**src/hw/rsf_pkg.sv**
```systemverilog
// Package: register map, field positions and constants of the return stack block
package rsf_pkg;
  localparam int          RSF_PC_W          = 21;
  localparam int          RSF_DEPTH         = 31;
  localparam logic [4:0]  RSF_SP_MAX        = 5'h1f;
  localparam logic [4:0]  RSF_SP_ZERO       = 5'h00;
  // Pointer register fields
  localparam int          RSF_FULL_BIT      = 7;
  localparam int          RSF_UNF_BIT       = 6;
  localparam logic [7:0]  RSF_PTR_RESET     = 8'h00;
  // Register byte addresses
  localparam logic [7:0]  RSF_ADDR_PTR      = 8'h00;
  localparam logic [7:0]  RSF_ADDR_CFG      = 8'h04;
  localparam logic [7:0]  RSF_ADDR_HOLD     = 8'h08;
  localparam logic [7:0]  RSF_ADDR_TABLE_BYTE_POINTER   = 8'h0c;
  localparam logic [7:0]  RSF_ADDR_TBLDAT   = 8'h10;
  localparam logic [7:0]  RSF_ADDR_IRQ_ST   = 8'h14;
  localparam logic [7:0]  RSF_ADDR_IRQ_EN   = 8'h18;
  localparam logic [7:0]  RSF_ADDR_IRQ_CLR  = 8'h1c;
  localparam logic [7:0]  RSF_ADDR_PC       = 8'h20;
  localparam logic [7:0]  RSF_ADDR_CORE     = 8'h24;
  // Configuration bit positions
  localparam int          RSF_CFG_FRE_BIT   = 0;
  localparam logic        RSF_CFG_RESET     = 1'b1;
  // Interrupt status bit positions and bus response codes
  localparam int          RSF_IRQ_FULL      = 0;
  localparam int          RSF_IRQ_UNF       = 1;
  localparam int          RSF_IRQ_RST       = 2;
  localparam logic [1:0]  RSF_RESP_OKAY     = 2'b00;
  localparam logic [1:0]  RSF_RESP_SLVERR   = 2'b10;
endpackage

```
**src/hw/rsf_axil_slave.sv**
```systemverilog
// AXI4-Lite slave front end: one write and one read at a time
`timescale 1ns/1ps
module rsf_axil_slave
  import rsf_pkg::*;
(
  input  wire logic        aclk,
  input  wire logic        aresetn,
  input  wire logic        ce,
  input  wire logic [7:0]  s_awaddr,
  input  wire logic        s_awvalid,
  output logic             s_awready,
  input  wire logic [31:0] s_wdata,
  input  wire logic [3:0]  s_wstrb,
  input  wire logic        s_wvalid,
  output logic             s_wready,
  output logic [1:0]       s_bresp,
  output logic             s_bvalid,
  input  wire logic        s_bready,
  input  wire logic [7:0]  s_araddr,
  input  wire logic        s_arvalid,
  output logic             s_arready,
  output logic [31:0]      s_rdata,
  output logic [1:0]       s_rresp,
  output logic             s_rvalid,
  input  wire logic        s_rready,
  output logic             wr_en,
  output logic [7:0]       wr_addr,
  output logic [31:0]      wr_data,
  output logic [3:0]       wr_strb,
  input  wire logic        wr_err,
  output logic [7:0]       rd_addr,
  output logic             rd_en,
  input  wire logic [31:0] rd_data,
  input  wire logic        rd_err
);
  logic aw_have_q, aw_have_d, w_have_q, w_have_d, bv_q, bv_d, rv_q, rv_d;
  logic [7:0]  awa_q, awa_d;
  logic [31:0] wd_q, wd_d, rdat_q, rdat_d;
  logic [3:0]  ws_q, ws_d;
  logic [1:0]  br_q, br_d, rr_q, rr_d;
  logic aw_rdy_q, aw_rdy_d, w_rdy_q, w_rdy_d, ar_rdy_q, ar_rdy_d;

  assign s_awready = aw_rdy_q;
  assign s_wready  = w_rdy_q;
  assign s_arready = ar_rdy_q;
  assign s_bvalid  = bv_q;
  assign s_bresp   = br_q;
  assign s_rvalid  = rv_q;
  assign s_rresp   = rr_q;
  assign s_rdata   = rdat_q;
  assign wr_en     = ce && aw_have_q && w_have_q && !bv_q;
  assign wr_addr   = awa_q;
  assign wr_data   = wd_q;
  assign wr_strb   = ws_q;
  assign rd_addr   = s_araddr;
  assign rd_en     = ce && s_arvalid && ar_rdy_q;

  always_comb begin
    aw_have_d = aw_have_q;
    w_have_d  = w_have_q;
    bv_d      = bv_q;
    rv_d      = rv_q;
    awa_d     = awa_q;
    wd_d      = wd_q;
    ws_d      = ws_q;
    br_d      = br_q;
    rr_d      = rr_q;
    rdat_d    = rdat_q;
    if (s_awvalid && s_awready) begin
      aw_have_d = 1'b1;
      awa_d     = s_awaddr;
    end
    if (s_wvalid && s_wready) begin
      w_have_d = 1'b1;
      wd_d     = s_wdata;
      ws_d     = s_wstrb;
    end
    if (wr_en) begin
      aw_have_d = 1'b0;
      w_have_d  = 1'b0;
      bv_d      = 1'b1;
      br_d      = wr_err ? RSF_RESP_SLVERR : RSF_RESP_OKAY;
    end
    if (bv_q && s_bready) begin
      bv_d = 1'b0;
    end
    if (rd_en) begin
      rv_d   = 1'b1;
      rdat_d = rd_data;
      rr_d   = rd_err ? RSF_RESP_SLVERR : RSF_RESP_OKAY;
    end else if (rv_q && s_rready) begin
      rv_d = 1'b0;
    end
    // Ready flags are registered so every bus output leaves a flop
    aw_rdy_d = !aw_have_d && !bv_d;
    w_rdy_d  = !w_have_d && !bv_d;
    ar_rdy_d = !rv_d;
  end

  always_ff @(posedge aclk) begin
    if (!aresetn) begin
      aw_have_q <= 1'b0;
      w_have_q  <= 1'b0;
      bv_q      <= 1'b0;
      rv_q      <= 1'b0;
      awa_q     <= 8'h00;
      wd_q      <= 32'h0000_0000;
      ws_q      <= 4'h0;
      br_q      <= 2'b00;
      rr_q      <= 2'b00;
      rdat_q    <= 32'h0000_0000;
      aw_rdy_q  <= 1'b0;
      w_rdy_q   <= 1'b0;
      ar_rdy_q  <= 1'b0;
    end else if (ce) begin
      aw_have_q <= aw_have_d;
      w_have_q  <= w_have_d;
      bv_q      <= bv_d;
      rv_q      <= rv_d;
      awa_q     <= awa_d;
      wd_q      <= wd_d;
      ws_q      <= ws_d;
      br_q      <= br_d;
      rr_q      <= rr_d;
      rdat_q    <= rdat_d;
      aw_rdy_q  <= aw_rdy_d;
      w_rdy_q   <= w_rdy_d;
      ar_rdy_q  <= ar_rdy_d;
    end
  end
endmodule // rsf_axil_slave

```
**src/hw/rsf_return_stack.sv**
```systemverilog
// Return address stack, fast shadow save, pc holding and table registers
//
// The implementer's own choices: the placing of the registers and the AXI4-Lite interface to the registers.
`timescale 1ns/1ps
module rsf_return_stack
  import rsf_pkg::*;
(
  input  wire logic                aclk,
  input  wire logic                aresetn,
  input  wire logic                ce,
  input  wire logic                por,
  input  wire logic [7:0]          s_awaddr,
  input  wire logic                s_awvalid,
  output logic                     s_awready,
  input  wire logic [31:0]         s_wdata,
  input  wire logic [3:0]          s_wstrb,
  input  wire logic                s_wvalid,
  output logic                     s_wready,
  output logic [1:0]               s_bresp,
  output logic                     s_bvalid,
  input  wire logic                s_bready,
  input  wire logic [7:0]          s_araddr,
  input  wire logic                s_arvalid,
  output logic                     s_arready,
  output logic [31:0]              s_rdata,
  output logic [1:0]               s_rresp,
  output logic                     s_rvalid,
  input  wire logic                s_rready,
  input  wire logic                push,
  input  wire logic                pop,
  input  wire logic                irq_vector,
  input  wire logic                fast,
  input  wire logic                computed_jump,
  input  wire logic [RSF_PC_W-1:0] pc_in,
  input  wire logic [7:0]          status_in,
  input  wire logic [7:0]          working_in,
  input  wire logic [7:0]          bank_in,
  input  wire logic [7:0]          table_rd_data,
  input  wire logic                table_rd_valid,
  output logic [RSF_PC_W-1:0]      pc_out,
  output logic                     pc_load,
  output logic                     restore,
  output logic [7:0]               status_out,
  output logic [7:0]               working_out,
  output logic [7:0]               bank_out,
  output logic                     device_reset,
  output logic                     irq
);
  logic [RSF_PC_W-1:0] stack_mem [1:RSF_DEPTH];
  logic [4:0]  sp_q, sp_d;
  logic        full_q, full_d, unf_q, unf_d, fre_q, fre_d;
  logic [7:0]  hold_h_q, hold_h_d;
  logic [4:0]  hold_u_q, hold_u_d;
  logic [RSF_PC_W-1:0] table_byte_pointer_q, table_byte_pointer_d, pc_q, pc_d;
  logic [7:0]  tbldat_q, tbldat_d;
  logic [7:0]  sh_st_q, sh_st_d, sh_w_q, sh_w_d, sh_b_q, sh_b_d;
  logic [2:0]  ist_q, ist_d, ien_q, ien_d;
  logic        pcl_q, rst_q, rst_d, irq_d, rest_d;
  logic        wr_en, rd_en, wr_err, rd_err, do_push, do_pop;
  logic [7:0]  wr_addr, rd_addr;
  logic [31:0] wr_data, rd_data;
  logic [3:0]  wr_strb;
  logic [7:0]  ptr_reg;
  logic        ptr_wr, full_ev, unf_ev, mem_we;
  logic [7:0]  pcl_sum;

  rsf_axil_slave u_bus (
    .aclk      (aclk),
    .aresetn   (aresetn),
    .ce        (ce),
    .s_awaddr  (s_awaddr),
    .s_awvalid (s_awvalid),
    .s_awready (s_awready),
    .s_wdata   (s_wdata),
    .s_wstrb   (s_wstrb),
    .s_wvalid  (s_wvalid),
    .s_wready  (s_wready),
    .s_bresp   (s_bresp),
    .s_bvalid  (s_bvalid),
    .s_bready  (s_bready),
    .s_araddr  (s_araddr),
    .s_arvalid (s_arvalid),
    .s_arready (s_arready),
    .s_rdata   (s_rdata),
    .s_rresp   (s_rresp),
    .s_rvalid  (s_rvalid),
    .s_rready  (s_rready),
    .wr_en     (wr_en),
    .wr_addr   (wr_addr),
    .wr_data   (wr_data),
    .wr_strb   (wr_strb),
    .wr_err    (wr_err),
    .rd_addr   (rd_addr),
    .rd_en     (rd_en),
    .rd_data   (rd_data),
    .rd_err    (rd_err)
  );

  function automatic logic known_addr(input logic [7:0] a);
    known_addr = (a[1:0] == 2'b00) && (a <= RSF_ADDR_CORE);
  endfunction

  assign ptr_reg = {full_q, unf_q, 1'b0, sp_q};
  assign ptr_wr  = wr_en && (wr_addr == RSF_ADDR_PTR) && wr_strb[0];
  assign wr_err  = !known_addr(wr_addr);
  assign rd_err  = !known_addr(rd_addr);
  // Pushes and pops are ignored while a fault reset is being signalled
  assign do_push = (push || irq_vector) && !rst_q;
  assign do_pop  = pop && !rst_q;
  assign full_ev = do_push && (sp_q >= RSF_SP_MAX - 5'h01);
  assign unf_ev  = do_pop && (sp_q == RSF_SP_ZERO);
  assign mem_we  = do_push && (sp_q != RSF_SP_MAX);
  assign pcl_sum = pc_in[7:0] + working_in;
  assign pc_out  = pc_q;
  assign pc_load = pcl_q;
  assign device_reset = rst_q;
  assign status_out   = sh_st_q;
  assign working_out  = sh_w_q;
  assign bank_out     = sh_b_q;

  always_comb begin
    rd_data = 32'h0000_0000;
    unique case (rd_addr)
      RSF_ADDR_PTR:    rd_data = {24'h000000, ptr_reg};
      RSF_ADDR_CFG:    rd_data = {31'h0, fre_q};
      RSF_ADDR_HOLD:   rd_data = {19'h0, hold_u_q, hold_h_q};
      RSF_ADDR_TABLE_BYTE_POINTER: rd_data = {11'h0, table_byte_pointer_q};
      RSF_ADDR_TBLDAT: rd_data = {24'h000000, tbldat_q};
      RSF_ADDR_IRQ_ST: rd_data = {29'h0, ist_q};
      RSF_ADDR_IRQ_EN: rd_data = {29'h0, ien_q};
      RSF_ADDR_PC:     rd_data = {11'h0, pc_q};
      RSF_ADDR_CORE:   rd_data = 32'h0000_0000;
      default:         rd_data = 32'h0000_0000;
    endcase
  end

  always_comb begin
    sp_d     = sp_q;
    full_d   = full_q;
    unf_d    = unf_q;
    fre_d    = fre_q;
    hold_h_d = hold_h_q;
    hold_u_d = hold_u_q;
    table_byte_pointer_d = table_byte_pointer_q;
    tbldat_d = tbldat_q;
    ien_d    = ien_q;
    ist_d    = ist_q;
    rst_d    = 1'b0;
    pc_d     = pc_q;
    // Software clears first so a same-cycle event still sets the flag
    if (ptr_wr) begin
      sp_d = wr_data[4:0];
      if (!wr_data[RSF_FULL_BIT]) full_d = 1'b0;
      if (!wr_data[RSF_UNF_BIT]) unf_d = 1'b0;
    end
    if (wr_en && wr_strb[0]) begin
      unique case (wr_addr)
        RSF_ADDR_CFG:    fre_d = wr_data[RSF_CFG_FRE_BIT];
        RSF_ADDR_HOLD:   hold_h_d = wr_data[7:0];
        RSF_ADDR_TABLE_BYTE_POINTER: table_byte_pointer_d = wr_data[RSF_PC_W-1:0];
        RSF_ADDR_IRQ_EN: ien_d = wr_data[2:0];
        RSF_ADDR_IRQ_CLR: ist_d = ist_q & ~wr_data[2:0];
        default: ;
      endcase
    end
    if (wr_en && wr_strb[1] && wr_addr == RSF_ADDR_HOLD) hold_u_d = wr_data[12:8];
    if (table_rd_valid) tbldat_d = table_rd_data;
    if (do_push) begin
      pc_d = pc_in;
      if (sp_q != RSF_SP_MAX) sp_d = sp_q + 5'h01;
    end else if (do_pop) begin
      if (sp_q == RSF_SP_ZERO) begin
        pc_d = '0;
      end else begin
        pc_d = stack_mem[sp_q];
        sp_d = sp_q - 5'h01;
      end
    end else if (computed_jump) begin
      pc_d = {hold_u_q, hold_h_q, pcl_sum[7:1], 1'b0};
    end else if (wr_en && wr_strb[0] && wr_addr == RSF_ADDR_PC) begin
      pc_d = {hold_u_q, hold_h_q, wr_data[7:1], 1'b0};
    end
    if (full_ev) full_d = 1'b1;
    if (unf_ev) unf_d = 1'b1;
    if (full_ev) ist_d[RSF_IRQ_FULL] = 1'b1;
    if (unf_ev) ist_d[RSF_IRQ_UNF] = 1'b1;
    if ((full_ev || unf_ev) && fre_q) begin
      rst_d = 1'b1;
      sp_d  = RSF_SP_ZERO;
      ist_d[RSF_IRQ_RST] = 1'b1;
    end
    // Level follows the next status so the pin leaves a flop in step
    irq_d = |(ist_d & ien_d);
  end

  always_comb begin
    sh_st_d = sh_st_q;
    sh_w_d  = sh_w_q;
    sh_b_d  = sh_b_q;
    rest_d  = 1'b0;
    // Any interrupt entry outside a fault reset overwrites, whatever its priority
    if ((irq_vector || (push && fast)) && !rst_q) begin
      sh_st_d = status_in;
      sh_w_d  = working_in;
      sh_b_d  = bank_in;
    end else if (do_pop && fast) begin
      rest_d = 1'b1;
    end
  end

  always_ff @(posedge aclk) begin
    if (ce && mem_we) stack_mem[sp_q + 5'h01] <= pc_in;
  end

  always_ff @(posedge aclk) begin
    if (!aresetn) begin
      sp_q <= RSF_SP_ZERO;
      fre_q <= RSF_CFG_RESET;
      hold_h_q <= 8'h00;
      hold_u_q <= 5'h00;
      table_byte_pointer_q <= '0;
      tbldat_q <= 8'h00;
      ien_q <= 3'h0;
      ist_q <= 3'h0;
      rst_q <= 1'b0;
      pc_q <= '0;
      pcl_q <= 1'b0;
      sh_st_q <= 8'h00;
      sh_w_q <= 8'h00;
      sh_b_q <= 8'h00;
      restore <= 1'b0;
      irq <= 1'b0;
    end else if (ce) begin
      sp_q <= sp_d;
      fre_q <= fre_d;
      hold_h_q <= hold_h_d;
      hold_u_q <= hold_u_d;
      table_byte_pointer_q <= table_byte_pointer_d;
      tbldat_q <= tbldat_d;
      ien_q <= ien_d;
      ist_q <= ist_d;
      rst_q <= rst_d;
      pc_q <= pc_d;
      pcl_q <= (pc_d != pc_q) || do_pop || computed_jump;
      sh_st_q <= sh_st_d;
      sh_w_q <= sh_w_d;
      sh_b_q <= sh_b_d;
      restore <= rest_d;
      irq <= irq_d;
    end
  end

  // Sticky flags survive device reset; only power-on or a pointer register write with the flag bit at 0 clears them
  always_ff @(posedge aclk) begin
    if (por) begin
      full_q <= 1'b0;
      unf_q <= 1'b0;
    end else if (ce) begin
      full_q <= full_d;
      unf_q <= unf_d;
    end
  end

  a_full_sets: assert property (@(posedge aclk) disable iff (!aresetn || por)
    (ce && full_ev) |=> full_q) else $error("full flag not set");
  a_unf_sets: assert property (@(posedge aclk) disable iff (!aresetn || por)
    (ce && unf_ev) |=> unf_q && pc_q == '0) else $error("underflow not seen");
  a_flag_sticky: assert property (@(posedge aclk) disable iff (!aresetn || por)
    (full_q && !ptr_wr) |=> full_q) else $error("full flag dropped");
  a_fault_reset: assert property (@(posedge aclk) disable iff (!aresetn || por)
    (ce && (full_ev || unf_ev) && fre_q) |=> device_reset && sp_q == 5'h00)
    else $error("no fault reset");
  a_no_reset: assert property (@(posedge aclk) disable iff (!aresetn || por)
    (ce && !fre_q) |=> !device_reset) else $error("reset while disabled");
  a_shadow_cap: assert property (@(posedge aclk) disable iff (!aresetn)
    (ce && irq_vector && !rst_q) |=> sh_w_q == $past(working_in))
    else $error("shadow not captured");
  a_fast_ret: assert property (@(posedge aclk) disable iff (!aresetn)
    (ce && do_pop && fast && !irq_vector && !push) |=> restore)
    else $error("no restore");
  a_plain_ret: assert property (@(posedge aclk) disable iff (!aresetn)
    (ce && pop && !fast) |=> !restore) else $error("plain return restored");
  a_saturate: assert property (@(posedge aclk) disable iff (!aresetn)
    (ce && !fre_q && push && sp_q == 5'h1f) |=> sp_q == 5'h1f)
    else $error("pointer passed 31");
endmodule // rsf_return_stack

```
**config.mk**
```make
export PLATFORM = sky130hd
export DESIGN_NAME = rsf_return_stack
export DESIGN_NICKNAME = d
export VERILOG_FILES = /design/src/hw/rsf_pkg.sv /design/src/hw/rsf_axil_slave.sv /design/src/hw/rsf_return_stack.sv
export SDC_FILE = /design/constraint.sdc
export NUM_CORES = 1
export LEC_CHECK = 0
export BUFFER_PORTS_ARGS = -buffer_cell sky130_fd_sc_hd__buf_2
export CAP_MARGIN = 20
export CELL_PAD_IN_SITES_DETAIL_PLACEMENT = 0
export CELL_PAD_IN_SITES_GLOBAL_PLACEMENT = 2
export CORE_MARGIN = 3
export CORE_UTILIZATION = 40
export CTS_CLUSTER_SIZE = 30
export DETAILED_ROUTE_END_ITERATION = 10
export PLACE_DENSITY_LB_ADDON = 0.1
export SLEW_MARGIN = 20
export SYNTH_ARGS = -nofsm -noshare
export SYNTH_HDL_FRONTEND = slang
export SYNTH_SLANG_ARGS = --single-unit
```
**constraint.sdc**
```tcl
create_clock -name aclk -period 3 [get_ports aclk]
set_clock_uncertainty 0.2 [all_clocks]
set_input_delay 0.15 -clock aclk [delete_from_list [all_inputs] [get_ports aclk]]
set_output_delay 0.15 -clock aclk [all_outputs]
set_load 0.05 [all_outputs]
```
==> run metrics <==
status=finished, violations left; failing checks=setup timing; main combinational cell family by area after synthesis=multiplexers; die height=300 microns; total gr overflow=0; CP Launch Type=flop; Final Hold Fails=0; commonest non-fill, non-tap cell in the layout=edfxtp_1; mux cell area share after synthesis=12.0%; area of the multi-input gates=0.0110 sq mm; root buffer cell=clkbuf_16; Tot Pwr=26.4 mW; Tcrit/Tclk final=108%; starting density of the core=40.4%; Vias=23,173; Syn Inst Count=2,329; fmax=0.309 GHz; Core ar.=0.0853 sq mm; critical path class=flop to flop; post-synthesis compound-gate area fraction=9.20%; pwr/cell area=591 mW/mm^2; Routed Antenna Nets=0; slowest cell on the critical path=a211oi_1; wirelength, routed=114 mm; Final GP Congestion=0.878; Register Area=0.0230 sq mm; RSZ-0062 raised after global routing=true; dpl hpwl=78.0 mm; 1st-iter DRT viols=1,910; simple-gate area share of the yosys netlist=8.24%; CTS tree=yes; Crit. End Element=flop; Hold Path Class=primary input to flop; crit-path max cell delay=600 ps; Clock Path Buffers=3; Nets=3,124; min Tclk post-route=3230 ps; drt first pass iters=5; pins over their slew limit=0; Layout area overhead=29.7%; initial antenna violation count=7; Die Width=300 microns; layout cells sized above 1=30.5%; Buffers on Ports=183; Std-Cell Rows=107; die area=0.0897 sq mm; distinct cell type count after synthesis=77; relative max-transition margin=53.8%; Cell Area, Synth=0.0345 sq mm; dpl cells=3,852; ys async rst share=0%; Clock Sinks=822; Seq/Total Area, Yosys=66.7%; most frequent cells in the layout=651 x edfxtp_1, 301 x buf_4, 260 x nand2_1; Crit Path Max Fanout=13; DRC=0; cell area after layout=0.0447 sq mm; worst slack, placed=-357 ps; drt wl/cell=27.1 microns; largest net degree at the start of global routing=59; CP required=3370 ps; later-pin clock latency in the skew report=660 ps; Cell Count, Final, Fillers Out=4,204; number of synthesized flops with an enable pin=651; Primary FF master, synth=edfxtp_1; VDD IR max=611 uV; Clock Pin Slew Worst Setup and Hold Paths=60 ps; IO Pins=210; crit-path cells=buf_12, buf_12, mux4_2, nor2b_1, a211oi_1, or4_4, nand4_1, and4bb_2, nand4_1, nor4_2, a31oi_1; adder-cell share of the synthesized area=0.530%; CTS buffer count=90; Final setup viols=1; first-pass GRT wire length=164 mm; Worst Path Arrival=3600 ps; XOR/XNOR share of the synthesized area=0.661%; slew of the pin with the lowest slew margin=689 ps; fill cell count=7,197; Max Cap Viol=0; Synth Warn #=0; synthesized flop and latch total=822; P_leak=15.5 nW; final worst setup slack=-234 ps; Via density=5.51; GRT Overall Usage=25.1%; vias in the first global route=23,609; Syn Area/Cell=14.8 sq um; H-tree depth=3; Cell Area, Placed=0.0395 sq mm; final cell utilization of the core=52.4%
-- synth_stat cells (14+ instances only) --
library cell / number / area [sq um]
a211oi_1: 35 / 263
a21boi_0: 108 / 811
a21oi_1: 71 / 355
a221oi_1: 14 / 123
a31oi_1: 14 / 87.6
buf_2: 28 / 140
buf_4: 27 / 203
clkbuf_1: 91 / 342
dfxtp_1: 171 / 3420
edfxtp_1: 651 / 19500
inv_1: 18 / 67.6
mux2_2: 18 / 203
mux2i_1: 74 / 741
mux4_1: 15 / 394
mux4_2: 124 / 2790
nand2_1: 261 / 980
nand2b_1: 26 / 163
nand3_1: 32 / 160
nand4_1: 19 / 119
nor2_1: 121 / 454
nor2b_1: 41 / 257
nor3_1: 20 / 100
nor3b_1: 15 / 113
nor4_1: 16 / 100
o211ai_1: 23 / 173
o21ai_0: 63 / 315
o22ai_1: 16 / 100
xor2_1: 16 / 140
-- timing repair --
action | CTS | global route
endpoints found under the hold margin | 709 | 0
gates resized for setup | 37 | 33
pin swaps | 15 | 5
setup endpoints to repair | 6 | 9
gates cloned | 1 | 3
hold buffers | 165 | 0
setup buffers | 15 | 6
-- per-stage QoR --
stage	setup TNS [ps]	hold WS [ps]
floorplan	-41270	19.1
global placement	-933	141
detailed placement	-1140	138
CTS	-211	3.74
global route	-381	23.2
finish	-234	26.0
-- where the power goes --
group          internal, mW  switching (mW)  total, mW  leakage [nW]
Combinational          1.16            1.58       2.75          6.82
Clock                  6.55            4.65       11.2          1.45
Sequential             12.4          0.0857       12.5          7.25
-- per-layer routing --
metal	vias to the layer above	routed length (microns)	global-route usage [%]
met5	-	0	0
met4	0	3340	7.08
met3	160	5910	3.46
met2	715	56100	42.4
met1	11907	48500	34.1
li1	10391	-	-
-- sequential cells by signal (all words and copies together), names as in the netlist, 21 cells and up, named ones only --
name,count
table_byte_pointer_q,21
u_bus.wr_data,21
u_bus.s_rdata,21
stack_mem,651
pc_out,21
-- path summary, 6_finish.rpt --
check | startpoint | end | slack (ps) | cells after the start
worst max-delay path | flop | pc_load | -230 | 11
worst min-delay path | s_araddr[4] | u_bus.s_rdata[2] | 30 | 5
worst max register to register | flop | pc_load | -230 | 11
worst min register to register | working_out[5] | working_out[5] | 260 | 2
-- critical path: cells and delay by family, from the launching register on --
family	cells	cell delay [ps]
flip-flops	1	420
buffers and inverters	2	320
AND/OR/NAND/NOR	6	980
multiplexers	1	490
AO/OA/AOI/OAI	2	740
-- layout make-up --
| class | instances | share of cell area [%] |
|---|---|---|
| clock inverters | 52 | 1.32 |
| repair buffers | 721 | 14.0 |
| inverters | 18 | 0.151 |
| flip-flops and latches | 822 | 51.4 |
| clock buffers | 109 | 5.34 |
| well taps | 1144 | 3.20 |
| diodes | 1 | 0.00560 |
| multi-input cells | 1337 | 24.5 |
-- kinds of logic (layout without fill, tap and decap cells) --
group,count (synthesis),count (layout)
flops,822,822
simple gates,606,606
compound gates,447,447
mux,231,231
buf+inv,182,900
xor+xnor,26,26
fa+ha+maj,14,14
other cells,1,14
No activity file was read; power rests on OpenSTA's default activity.
